## src/hw/adcc_map.svh

```systemverilog
`ifndef ADCC_MAP_SVH
`define ADCC_MAP_SVH

// apb register byte offsets
`define ADCC_AW          8
`define ADCC_OFS_CFG     8'h00
`define ADCC_OFS_STATUS  8'h04
`define ADCC_OFS_RESULT  8'h08

// configuration field positions and reset value
`define ADCC_CFG_W       2
`define ADCC_CFG_SLAVE   0
`define ADCC_CFG_RST     2'h0

// pin vector positions, all pins pass the same synchroniser
`define ADCC_NPIN        9
`define ADCC_PIN_CS      0
`define ADCC_PIN_RD      1
`define ADCC_PIN_RST     2
`define ADCC_PIN_SLEEP   3
`define ADCC_PIN_CNV     4
`define ADCC_PIN_SBIN    5
`define ADCC_PIN_IREF    6
`define ADCC_PIN_RBUF    7
`define ADCC_PIN_SCLK    8
// idle level of the pins: active-low strobes high
`define ADCC_PIN_IDLE    9'h013

// conversion time
`define ADCC_CLK_MHZ     100
`define ADCC_CONV_NS     3000
`define ADCC_CONV_CYC    ((`ADCC_CONV_NS * `ADCC_CLK_MHZ + 999) / 1000)
`define ADCC_CNT_W       9

`endif

```

## src/hw/adcc_pkg.sv

```systemverilog
package adcc_pkg;
   `include "adcc_map.svh"

   typedef enum logic [0:0] {
      ADCC_IDLE,
      ADCC_CONV
   } adcc_state_t;

   typedef struct packed {
      logic [`ADCC_NPIN-1:0]  s1;
      logic [`ADCC_NPIN-1:0]  s2;
      logic [`ADCC_NPIN-1:0]  s3;
      adcc_state_t            st;
      logic [`ADCC_CNT_W-1:0] cnt;
      logic [15:0]            data;
      logic [`ADCC_CFG_W-1:0] cfg;
      logic                   hold;
      logic                   bus_oe;
      logic                   sclk_gated;
      logic                   intref_en;
      logic                   refbuf_en;
      logic                   pready;
      logic                   pslverr;
      logic [31:0]            prdata;
   } adcc_regs_t;
endpackage

```

## src/hw/adcc_ctrl.sv

```systemverilog
// Added by the designer: the address map and the APB slave port.
`timescale 1ns/1ps
`include "adcc_map.svh"

// Behaviour
// RULE_01: result bus is enabled only while chip select and read strobe are both low.
// RULE_02: in slave serial mode chip select gates the external serial clock.
// RULE_03: reset input high holds the block in reset and abandons any conversion. In the last conversion cycle the code still loads the result into data.
// RULE_04: falling edge of reset input forces data outputs to all zeros.
// RULE_05: falling edge of reset input clears the configuration register.
// RULE_06: host may tie the reset input to ground when unused.
// RULE_07: sleep request lets a running conversion finish, then blocks new starts.
// RULE_08: digital interface keeps working during power-down.
// RULE_09: convert trigger falling edge enters hold and starts a conversion.
// RULE_10: reference and buffer off controls low enable them; high disables them.
// RULE_11: host keeps buffer enabled whenever the internal reference is used.
// RULE_12: async control pins pass two flip-flops before edge detection.
module adcc_ctrl
   import adcc_pkg::*;
(
   input  wire logic                   pclk,
   input  wire logic                   presetn,
   input  wire logic                   psel,
   input  wire logic                   penable,
   input  wire logic                   pwrite,
   input  wire logic [`ADCC_AW-1:0]    paddr,
   input  wire logic [31:0]            pwdata,
   output logic                        pready,
   output logic [31:0]                 prdata,
   output logic                        pslverr,
   input  wire logic                   cs_n,
   input  wire logic                   rd_n,
   input  wire logic                   conv_reset,
   input  wire logic                   sleep_request,
   input  wire logic                   convert_trigger_n,
   input  wire logic                   straight_binary_select,
   input  wire logic                   intref_off,
   input  wire logic                   refbuf_off,
   input  wire logic                   sclk_in,
   input  wire logic [15:0]            sar_code,
   output logic                        bus_oe,
   output logic                        sclk_gated,
   output logic [15:0]                 data_out,
   output logic                        sample_hold,
   output logic                        intref_en,
   output logic                        refbuf_en
);
   import adcc_pkg::*;

   adcc_regs_t r;
   adcc_regs_t next_r;
   logic       rst_hi;
   logic       rst_fall;
   logic       cnv_fall;
   logic       sleeping;
   logic       access;

   // edge detection only on the second and third stages
   assign rst_hi   = r.s2[`ADCC_PIN_RST];
   assign rst_fall = r.s3[`ADCC_PIN_RST] & ~r.s2[`ADCC_PIN_RST];
   assign cnv_fall = r.s3[`ADCC_PIN_CNV] & ~r.s2[`ADCC_PIN_CNV];
   assign sleeping = r.s2[`ADCC_PIN_SLEEP];
   assign access   = psel & penable;

   // next-state logic for the whole block
   always_comb begin
      next_r    = r;
      next_r.s1 = {sclk_in, refbuf_off, intref_off, straight_binary_select,
                   convert_trigger_n, sleep_request, conv_reset, rd_n, cs_n}; // [RULE_12]
      next_r.s2 = r.s1;                                                    // [RULE_12]
      next_r.s3 = r.s2;
      next_r.bus_oe = ~r.s2[`ADCC_PIN_CS] & ~r.s2[`ADCC_PIN_RD];           // [RULE_01]
      // config port is not gated, only the slave-mode data clock
      next_r.sclk_gated = r.cfg[`ADCC_CFG_SLAVE] & ~r.s2[`ADCC_PIN_CS]
                          & r.s2[`ADCC_PIN_SCLK];                          // [RULE_02]
      next_r.intref_en = ~r.s2[`ADCC_PIN_IREF];                            // [RULE_10]
      next_r.refbuf_en = ~r.s2[`ADCC_PIN_RBUF];                            // [RULE_10]

      // conversion sequencer
      unique case (r.st)
         ADCC_IDLE: begin
            // sleep only blocks new starts, never a running one
            if (cnv_fall & ~sleeping & ~rst_hi) begin                      // [RULE_07]
               next_r.st   = ADCC_CONV;                                    // [RULE_09]
               next_r.hold = 1'b1;                                         // [RULE_09]
               next_r.cnt  = `ADCC_CNT_W'(`ADCC_CONV_CYC - 1);
            end
         end
         ADCC_CONV: begin
            if (r.cnt == '0) begin
               next_r.st   = ADCC_IDLE;
               next_r.hold = 1'b0;
               // low select gives twos complement by inverting the msb
               next_r.data = {sar_code[15] ^ ~r.s2[`ADCC_PIN_SBIN], sar_code[14:0]};
            end else begin
               next_r.cnt = r.cnt - `ADCC_CNT_W'(1);
            end
         end
      endcase
      // reset pin aborts without a result, except in the last conversion cycle where data still loads
      if (rst_hi) begin
         next_r.st   = ADCC_IDLE;                                          // [RULE_03]
         next_r.hold = 1'b0;                                               // [RULE_03]
         next_r.cnt  = '0;
      end

      // apb: pready one cycle into access, write lands on the pready edge
      next_r.pready  = 1'b0;
      next_r.pslverr = 1'b0;
      if (access & r.pready & pwrite & (paddr == `ADCC_OFS_CFG))
         next_r.cfg = pwdata[`ADCC_CFG_W-1:0];                             // [RULE_08]
      if (access & ~r.pready) begin
         next_r.pready = 1'b1;                                             // [RULE_08]
         next_r.prdata = '0;
         unique case (paddr)
            `ADCC_OFS_CFG:    next_r.prdata = {30'h0, r.cfg};
            `ADCC_OFS_STATUS: next_r.prdata = {27'h0, r.intref_en, r.refbuf_en, rst_hi,
                                               sleeping & (r.st == ADCC_IDLE),
                                               r.st == ADCC_CONV};
            `ADCC_OFS_RESULT: next_r.prdata = {16'h0, r.data};
            default:          next_r.pslverr = 1'b1;
         endcase
      end
      // reset edge wins over a coincident config write
      if (rst_fall) begin
         next_r.data = '0;                                                 // [RULE_04]
         next_r.cfg  = `ADCC_CFG_RST;                                      // [RULE_05]
      end
   end

   // one register for all state
   always_ff @(posedge pclk or negedge presetn) begin
      if (!presetn) begin
         r    <= '0;
         r.s1 <= `ADCC_PIN_IDLE;
         r.s2 <= `ADCC_PIN_IDLE;
         r.s3 <= `ADCC_PIN_IDLE;
      end else begin
         r <= next_r;
      end
   end

   assign pready      = r.pready;
   assign prdata      = r.prdata;
   assign pslverr     = r.pslverr;
   assign bus_oe      = r.bus_oe;
   assign sclk_gated  = r.sclk_gated;
   assign data_out    = r.data;
   assign sample_hold = r.hold;
   assign intref_en   = r.intref_en;
   assign refbuf_en   = r.refbuf_en;
endmodule

```

## config.mk

```make
export PLATFORM = sky130hd
export DESIGN_NAME = adcc_ctrl
export DESIGN_NICKNAME = d
export VERILOG_FILES = /design/src/hw/adcc_pkg.sv /design/src/hw/adcc_ctrl.sv
export VERILOG_INCLUDE_DIRS = /design/src /design/src/hw
export SDC_FILE = /design/constraint.sdc
export NUM_CORES = 1
export LEC_CHECK = 0
export BUFFER_PORTS_ARGS = -buffer_cell sky130_fd_sc_hd__buf_2
export CORE_MARGIN = 2
export CORE_UTILIZATION = 35
export DETAILED_ROUTE_END_ITERATION = 8
export MAX_ROUTING_LAYER = met4
export PLACE_DENSITY = 0.65
export SYNTH_ARGS = -nofsm -noshare
export SYNTH_HDL_FRONTEND = slang
export SYNTH_SLANG_ARGS = --single-unit
export TNS_END_PERCENT = 1
```

## constraint.sdc

```tcl
create_clock -name pclk -period 5.32 [get_ports pclk]
set_input_delay 0.266 -clock pclk [delete_from_list [all_inputs] [get_ports pclk]]
set_output_delay 0.266 -clock pclk [all_outputs]
set_load 0.1 [all_outputs]
```

==> results of run 1 <==
==> kinds of logic (layout without fill, tap and decap cells) <==
family,Yosys count,count (layout),synth area share (%)
buf+inv,69,106,15.3
compound gates,69,69,16.5
xor+xnor,2,2,0.559
mux,3,3,1.04
other cells,1,16,0.120
simple gates,49,49,9.13
fa+ha+maj,1,1,0.399
flops,71,71,56.9
==> final cells by class <==
| cell class | instances | area, µm² | share of cell area [%] |
|---|---|---|---|
| clock buffers | 10 | 128 | 3.62 |
| clock inverters | 6 | 86.3 | 2.45 |
| inverters | 8 | 30.0 | 0.853 |
| multi-input cells | 140 | 927 | 26.3 |
| flip-flops and latches | 71 | 1790 | 50.7 |
| well taps | 108 | 135 | 3.84 |
| repair buffers | 82 | 430 | 12.2 |
==> how the worst min path moves through the flow <==
| stage | to | slack [ns] | from |
|---|---|---|---|
| 2_1_floorplan | bus_oe$_DFF_PN0_ | -0.03 | presetn |
| 3_3_place_gp | next_r[73]$_DFF_PN0_ | 0.33 | next_r[82]$_DFF_PN0_ |
| 3_5_place_dp | next_r[74]$_DFF_PN0_ | 0.33 | next_r[83]$_DFF_PN0_ |
| 4_1_cts | next_r[80]$_DFF_PN1_ | 0.005 | convert_trigger_n |
| 5_1_grt | next_r[84]$_DFF_PN0_ | 0.003 | sclk_in |
| 6_report | r[58]$_DFFE_PN0P_ | 0.04 | presetn |
==> worst reg2reg max path, stage by stage, from the launching register on <==
cell and delay [ns]:
dfrtp_1 0.41, inv_1 0.09, ha_1 0.21, or3b_1 0.50, nor3_4 0.18, and3b_1 0.59, a22o_1 0.23
==> layout by cell type (no fill, tap or decap), types with 5 or more instances in the layout <==
| master | instances |
|---|---|
| a21oi_1 | 13 |
| a22o_1 | 27 |
| buf_2 | 77 |
| clkbuf_8 | 9 |
| conb_1 | 16 |
| dfrtp_1 | 64 |
| dfstp_2 | 7 |
| inv_1 | 8 |
| nand2_1 | 13 |
| nor2_1 | 9 |
| o21ai_0 | 5 |
| o31ai_1 | 5 |
==> per-stage QoR <==
stage	cells	cell area [µm²]	hold WS (ns)	setup WS [ns]	util (%)
2_1_floorplan	280	3190	-0.0296	3.38	-
3_3_place_gp	406	3280	0.331	3.09	37.6
3_5_place_dp	406	3280	0.335	3.09	37.6
4_1_cts	422	3490	0.00501	3.02	40.0
5_1_grt	425	3520	0.00267	2.90	40.4
6_report	425	3520	0.0370	3.04	40.4
==> metal layers <==
metal / vias up / part of all wire [%]
met5: - / 0
met1: 994 / 48
met3: 2 / 5.7
met4: 0 / 0.93
li1: 970 / -
met2: 65 / 45
==> power breakdown <==
part	internal [W]	switching (W)	total, W	leakage, nW
sequential	0.000567	0.0000250	0.000592	0.923
combinational	0.0000588	0.000203	0.000262	0.736
clock	0.000263	0.000193	0.000456	0.106
total	0.000889	0.000421	0.00131	1.77
==> timing repair <==
action                    CTS  global route
buffers inserted            0             0
hold endpoints to repair    0             3
hold buffers                0             3
==> sequential cells by signal (all words and copies together) (netlist names) <==
name and cells:
data_out 16, prdata 16, refbuf_en 1, pslverr 1, sclk_gated 1, r 14, sample_hold 1, intref_en 1
next_r 18, pready 1, bus_oe 1
==> results_dict.tcl, run 1 <==
set metrics [dict create \
    status "finished, final reports clean" \
    fin_worst_skew_ns 0.0121 \
    cts_buffers 9 \
    areaGrowthSynthToFinish_pct 12.3 \
    die-area_um2 9740 \
    critical_path_buf_inv_count 1 \
    synth-seq-cells 71 \
    hpwl_um 4300 \
    ir_drop_mv 0.157 \
    firstDrtPassIters 4 \
    drt_iter0_markers 63 \
    rsz0062_at_grt "no" \
    cp.required_ns 5.59 \
    die_width_um 98.7 \
    clk_pin_slew_ns 0.08 \
    worst_pin_slew_ns 0.875 \
    drc 0 \
    grt_max_degree 72 \
    cellPowerDensity_nw_per_um2 372 \
    drv_cap 0 \
    wire_per_inst_um 14.4 \
    yosysWarnings 0 \
    grt_pass1_wl_um 10000 \
    gp_congestion 0.795 \
    slew_headroom_pct 41.7 \
    clkSinkCount 71 \
    cellLeakagePower_nw 1.77 \
    synth_top_cells_by_count "64 x dfrtp_1, 48 x buf_4, 27 x a22o_1, 13 x a21oi_1, 13 x nand2_1" \
    cts_root_buffer "clkbuf_8" \
    crit_start "r[57]$_DFFE_PN0P_" \
    clock_latency_ns 0.33 \
    cpPeakStageDelay_ns 0.59 \
    diodes 0 \
    drive_above_1_share_pct 34.7 \
    hold_viol_final 0 \
    worstSetupPathType "flop to flop" \
    critical_path_depth 6 \
    fmax_mhz 439 \
    synth_top_area_share_pct 51.1 \
    synth_area_leader_cell "dfrtp_1" \
    syn-cell-area_um2 3140 \
    start_kind "flop" \
    fill_cells 840 \
    grt_pass1_vias 1948 \
    finalMaxSlewViolations 0 \
    slowest_stage "and3b_1" \
    seq_area_frac_synth_pct 56.9 \
    cts_tree "done" \
    crit_chain "inv_1 > ha_1 > or3b_1 > nor3_4 > and3b_1 > a22o_1" \
    track_usage_pct 13.7 \
    clock_path_buffers 2 \
    crit_family "simple AND/OR/NAND/NOR gates" \
    synth_ff_type "dfrtp_1" \
    crit_end "data_out[11]$_DFFE_PN0P_" \
    gr-usage-met1_pct 18.6 \
    r2r_cells 6 \
    min_period_ns 2.28 \
    synthArstFlopShare_pct 100 \
    rrSetupSlack_ns 3.04 \
    fp.coreArea_um2 8720 \
    grt-busiest-layer "met2" \
    ys_types 48 \
    gr-total-overflow 0 \
    boundaryPins 125 \
    worstReg2RegEnd "data_out[11]$_DFFE_PN0P_" \
    worstPathMaxFanout 16 \
    synth_area_leaders "dfrtp_1 51%, buf_4 11%, a22o_1 7.5%" \
    tns_ns 0 \
    synth_edf_count 0 \
    synthCells 265 \
    post_cts_resize_count 0 \
    initial_core_util_pct 36.0 \
    die_y_um 98.7 \
    synth_most_common_cell "dfrtp_1" \
    final.period_utilization_pct 42.8 \
    total_power_w 0.00131 \
    end_kind "flop" \
    vias_per_cell 4.78 \
    finalWirelength_um 6110 \
    num_rows 34 \
    numPortBuffers 78 \
    min_path_type "input pin to async pin" \
    worstPathArrival_ns 2.55 \
    num_vias 2031 \
    ant_nets 0 \
    avgSynthCellArea_um2 11.8 \
    htreeDepth 3 \
    setup_viol 0 \
    reg2reg_from "r[57]$_DFFE_PN0P_" \
    nets 383 \
    grt_util_met2_pct 19.2 \
    antenna_found_initial 0 \
    use_met3_pct 3.97 \
]
Power figures use the tool's default switching activity.
==> run 2, diff against run 1 <==
- PLACE_DENSITY: 0.65 -> 0.67
- clock period: 5.32 -> 1.8 ns (I/O delays scaled with it)
==> results_dict.tcl, run 2 (synthesis results as in run 1) <==
set metrics [dict create \
    antenna_found_initial 0 \
    dp.cells 426 \
    cts_buffers 9 \
    power_frac_comb_pct 22.6 \
    min_path_type "input pin to flop" \
    rsz0062_at_grt "yes" \
    worst_pin_slew_ns 0.635 \
    final_util_pct 46.4 \
    htreeDepth 3 \
    clock_path_buffers 2 \
    cp.required_ns 2.03 \
    internal_power_w 0.00294 \
    slew_headroom_pct 57.6 \
    fin_worst_skew_ns 0.00818 \
    finalWirelength_um 6850 \
    setup_viol 0 \
    clock_latency_ns 0.34 \
    ant_nets 0 \
    worstSetupPathType "flop to flop" \
    final_common_cell "buf_2" \
    ff_latch_area_um2 1790 \
    num_vias 2252 \
    cpPeakStageDelay_ns 0.39 \
    hold_path_end "pslverr$_DFF_PN0_" \
    fill_cells 804 \
    firstDrtPassIters 5 \
    grt_pass1_wl_um 11400 \
    drc 0 \
    power_switching_w 0.00132 \
    gr-total-overflow 0 \
    cts_root_buffer "clkbuf_8" \
    initial_core_util_pct 36.0 \
    clk_pin_slew_ns 0.08 \
    r2r_cells 7 \
    end_kind "flop" \
    grt_max_degree 51 \
    slowest_stage "dfrtp_1" \
    multi_input_area_um2 991 \
    wire_per_inst_um 14.5 \
    cellLeakagePower_nw 2.01 \
    crit_start "r[57]$_DFFE_PN0P_" \
    reg2reg_from "r[57]$_DFFE_PN0P_" \
    clkSinkCount 71 \
    boundaryPins 125 \
    worstReg2RegEnd "data_out[11]$_DFFE_PN0P_" \
    vias_per_cell 4.77 \
    finalWorstSetupSlack_ns 0.00496 \
    final.period_utilization_pct 99.7 \
    die-area_um2 9740 \
    worstPathArrival_ns 2.02 \
    num_rows 34 \
    gp_congestion 0.790 \
    areaGrowthSynthToFinish_pct 29.1 \
    min_period_ns 1.80 \
    critical_path_buf_inv_count 2 \
    numPortBuffers 78 \
    crit_family "simple AND/OR/NAND/NOR gates" \
    min_from "paddr[6]" \
    track_usage_pct 15.3 \
    cts_tree "done" \
    place_ws_ns -0.0837 \
    status "finished, final reports clean" \
    grt_pass1_vias 2267 \
    layout_common_cells "78 x buf_2, 63 x dfrtp_1, 27 x a22o_1" \
    largest_register_ffs 18 \
    drv_cap 0 \
    drive_above_1_share_pct 40.1 \
    whs_path_depth 3 \
    pwr-share-clk_pct 36.8 \
    cellPowerDensity_nw_per_um2 1050 \
    hold_viol_final 0 \
    die_y_um 98.7 \
    finalNonFillerCells 472 \
    fp.coreArea_um2 8720 \
    worstPathMaxFanout 8 \
    finalMaxSlewViolations 0 \
    pwr-share-seq_pct 40.6 \
    start_kind "flop" \
    nets 430 \
    p_sw_share_pct 31.0 \
    hold_ws_ns 0.0250 \
    fmax_mhz 557 \
    diodes 0 \
    total_power_w 0.00427 \
    die_width_um 98.7 \
    crit_chain "inv_2 > ha_4 > or3b_4 > nor3_4 > buf_6 > a21oi_4 > a22o_1" \
    drt_iter0_markers 71 \
    hpwl_um 4670 \
    ir_drop_mv 0.710 \
    rrSetupSlack_ns 0.005 \
]
-- run 2: cell count changes in the layout (fill, tap and decap cells not counted), sizes merged --
cell,delta
a21oi,+1
clkinv,-1
inv,+1
dlygate4sd3,+22
bufinv,+1
buf,+24
clkinvlp,-1
-- run 2: worst max path at each step --
stage | cells past startpoint | to | slack [ns]
global route | 7 | data_out[11]$_DFFE_PN0P_ | -0.09
global placement | 6 | data_out[11]$_DFFE_PN0P_ | -0.04
floorplan | 8 | data_out[15]$_DFFE_PN0P_ | -0.05
CTS | 8 | data_out[9]$_DFFE_PN0P_ | -0.08
detailed placement | 6 | data_out[7]$_DFFE_PN0P_ | -0.08
finish | 7 | data_out[11]$_DFFE_PN0P_ | 0.005
-- run 2: metal layers --
metal / track usage (%) / vias to the layer above / wire length (µm)
li1: - / 1060 / -
met3: 3.62 / 8 / 387
met1: 20.0 / 1107 / 3120
met4: 6.64 / 0 / 123
met5: - / - / 0
met2: 23.0 / 77 / 3220
-- run 2: power groups by stage --
| stage | Clock (W) | Sequential (W) | Combinational, W |
|---|---|---|---|
| 5_1_grt | 0.00170 | 0.00174 | 0.00103 |
| 3_5_place_dp | 0 | 0.00176 | 0.000860 |
| 3_3_place_gp | 0 | 0.00176 | 0.000848 |
| 6_report | 0.00157 | 0.00173 | 0.000962 |
| 4_1_cts | 0.00161 | 0.00173 | 0.000948 |
| 2_1_floorplan | 0 | 0.00181 | 0.000650 |
-- run 2: worst min-delay path, cell delays in order --
cell     delay [ns]
buf_2          0.08
nor2_1         0.04
a31oi_1        0.12
-- run 2: repair_timing --
item / 4_1_cts / 5_1_grt
pin swaps: 5 / 15
setup buffers: 3 / 2
endpoints found under the hold margin: 88 / 0
gates cloned: 2 / 0
hold buffers: 25 / 0
setup endpoints to repair: 16 / 22
resized for setup: 8 / 8
-- run 2: final cells by class --
| type | count | share of cell area (%) |
|---|---|---|
| repair buffers | 128 | 21.0 |
| multi-input cells | 141 | 24.5 |
| flip-flops and latches | 71 | 44.1 |
| clock inverters | 6 | 2.87 |
| inverters | 8 | 0.742 |
| clock buffers | 10 | 3.40 |
| well taps | 108 | 3.34 |
-- run 2: through the flow --
stage / setup TNS [ns] / area (µm²)
floorplan: -0.463 / 3190
global route: -0.920 / 4050
global placement: -0.567 / 3450
finish: 0 / 4050
detailed placement: -1.13 / 3450
CTS: -1.14 / 4040
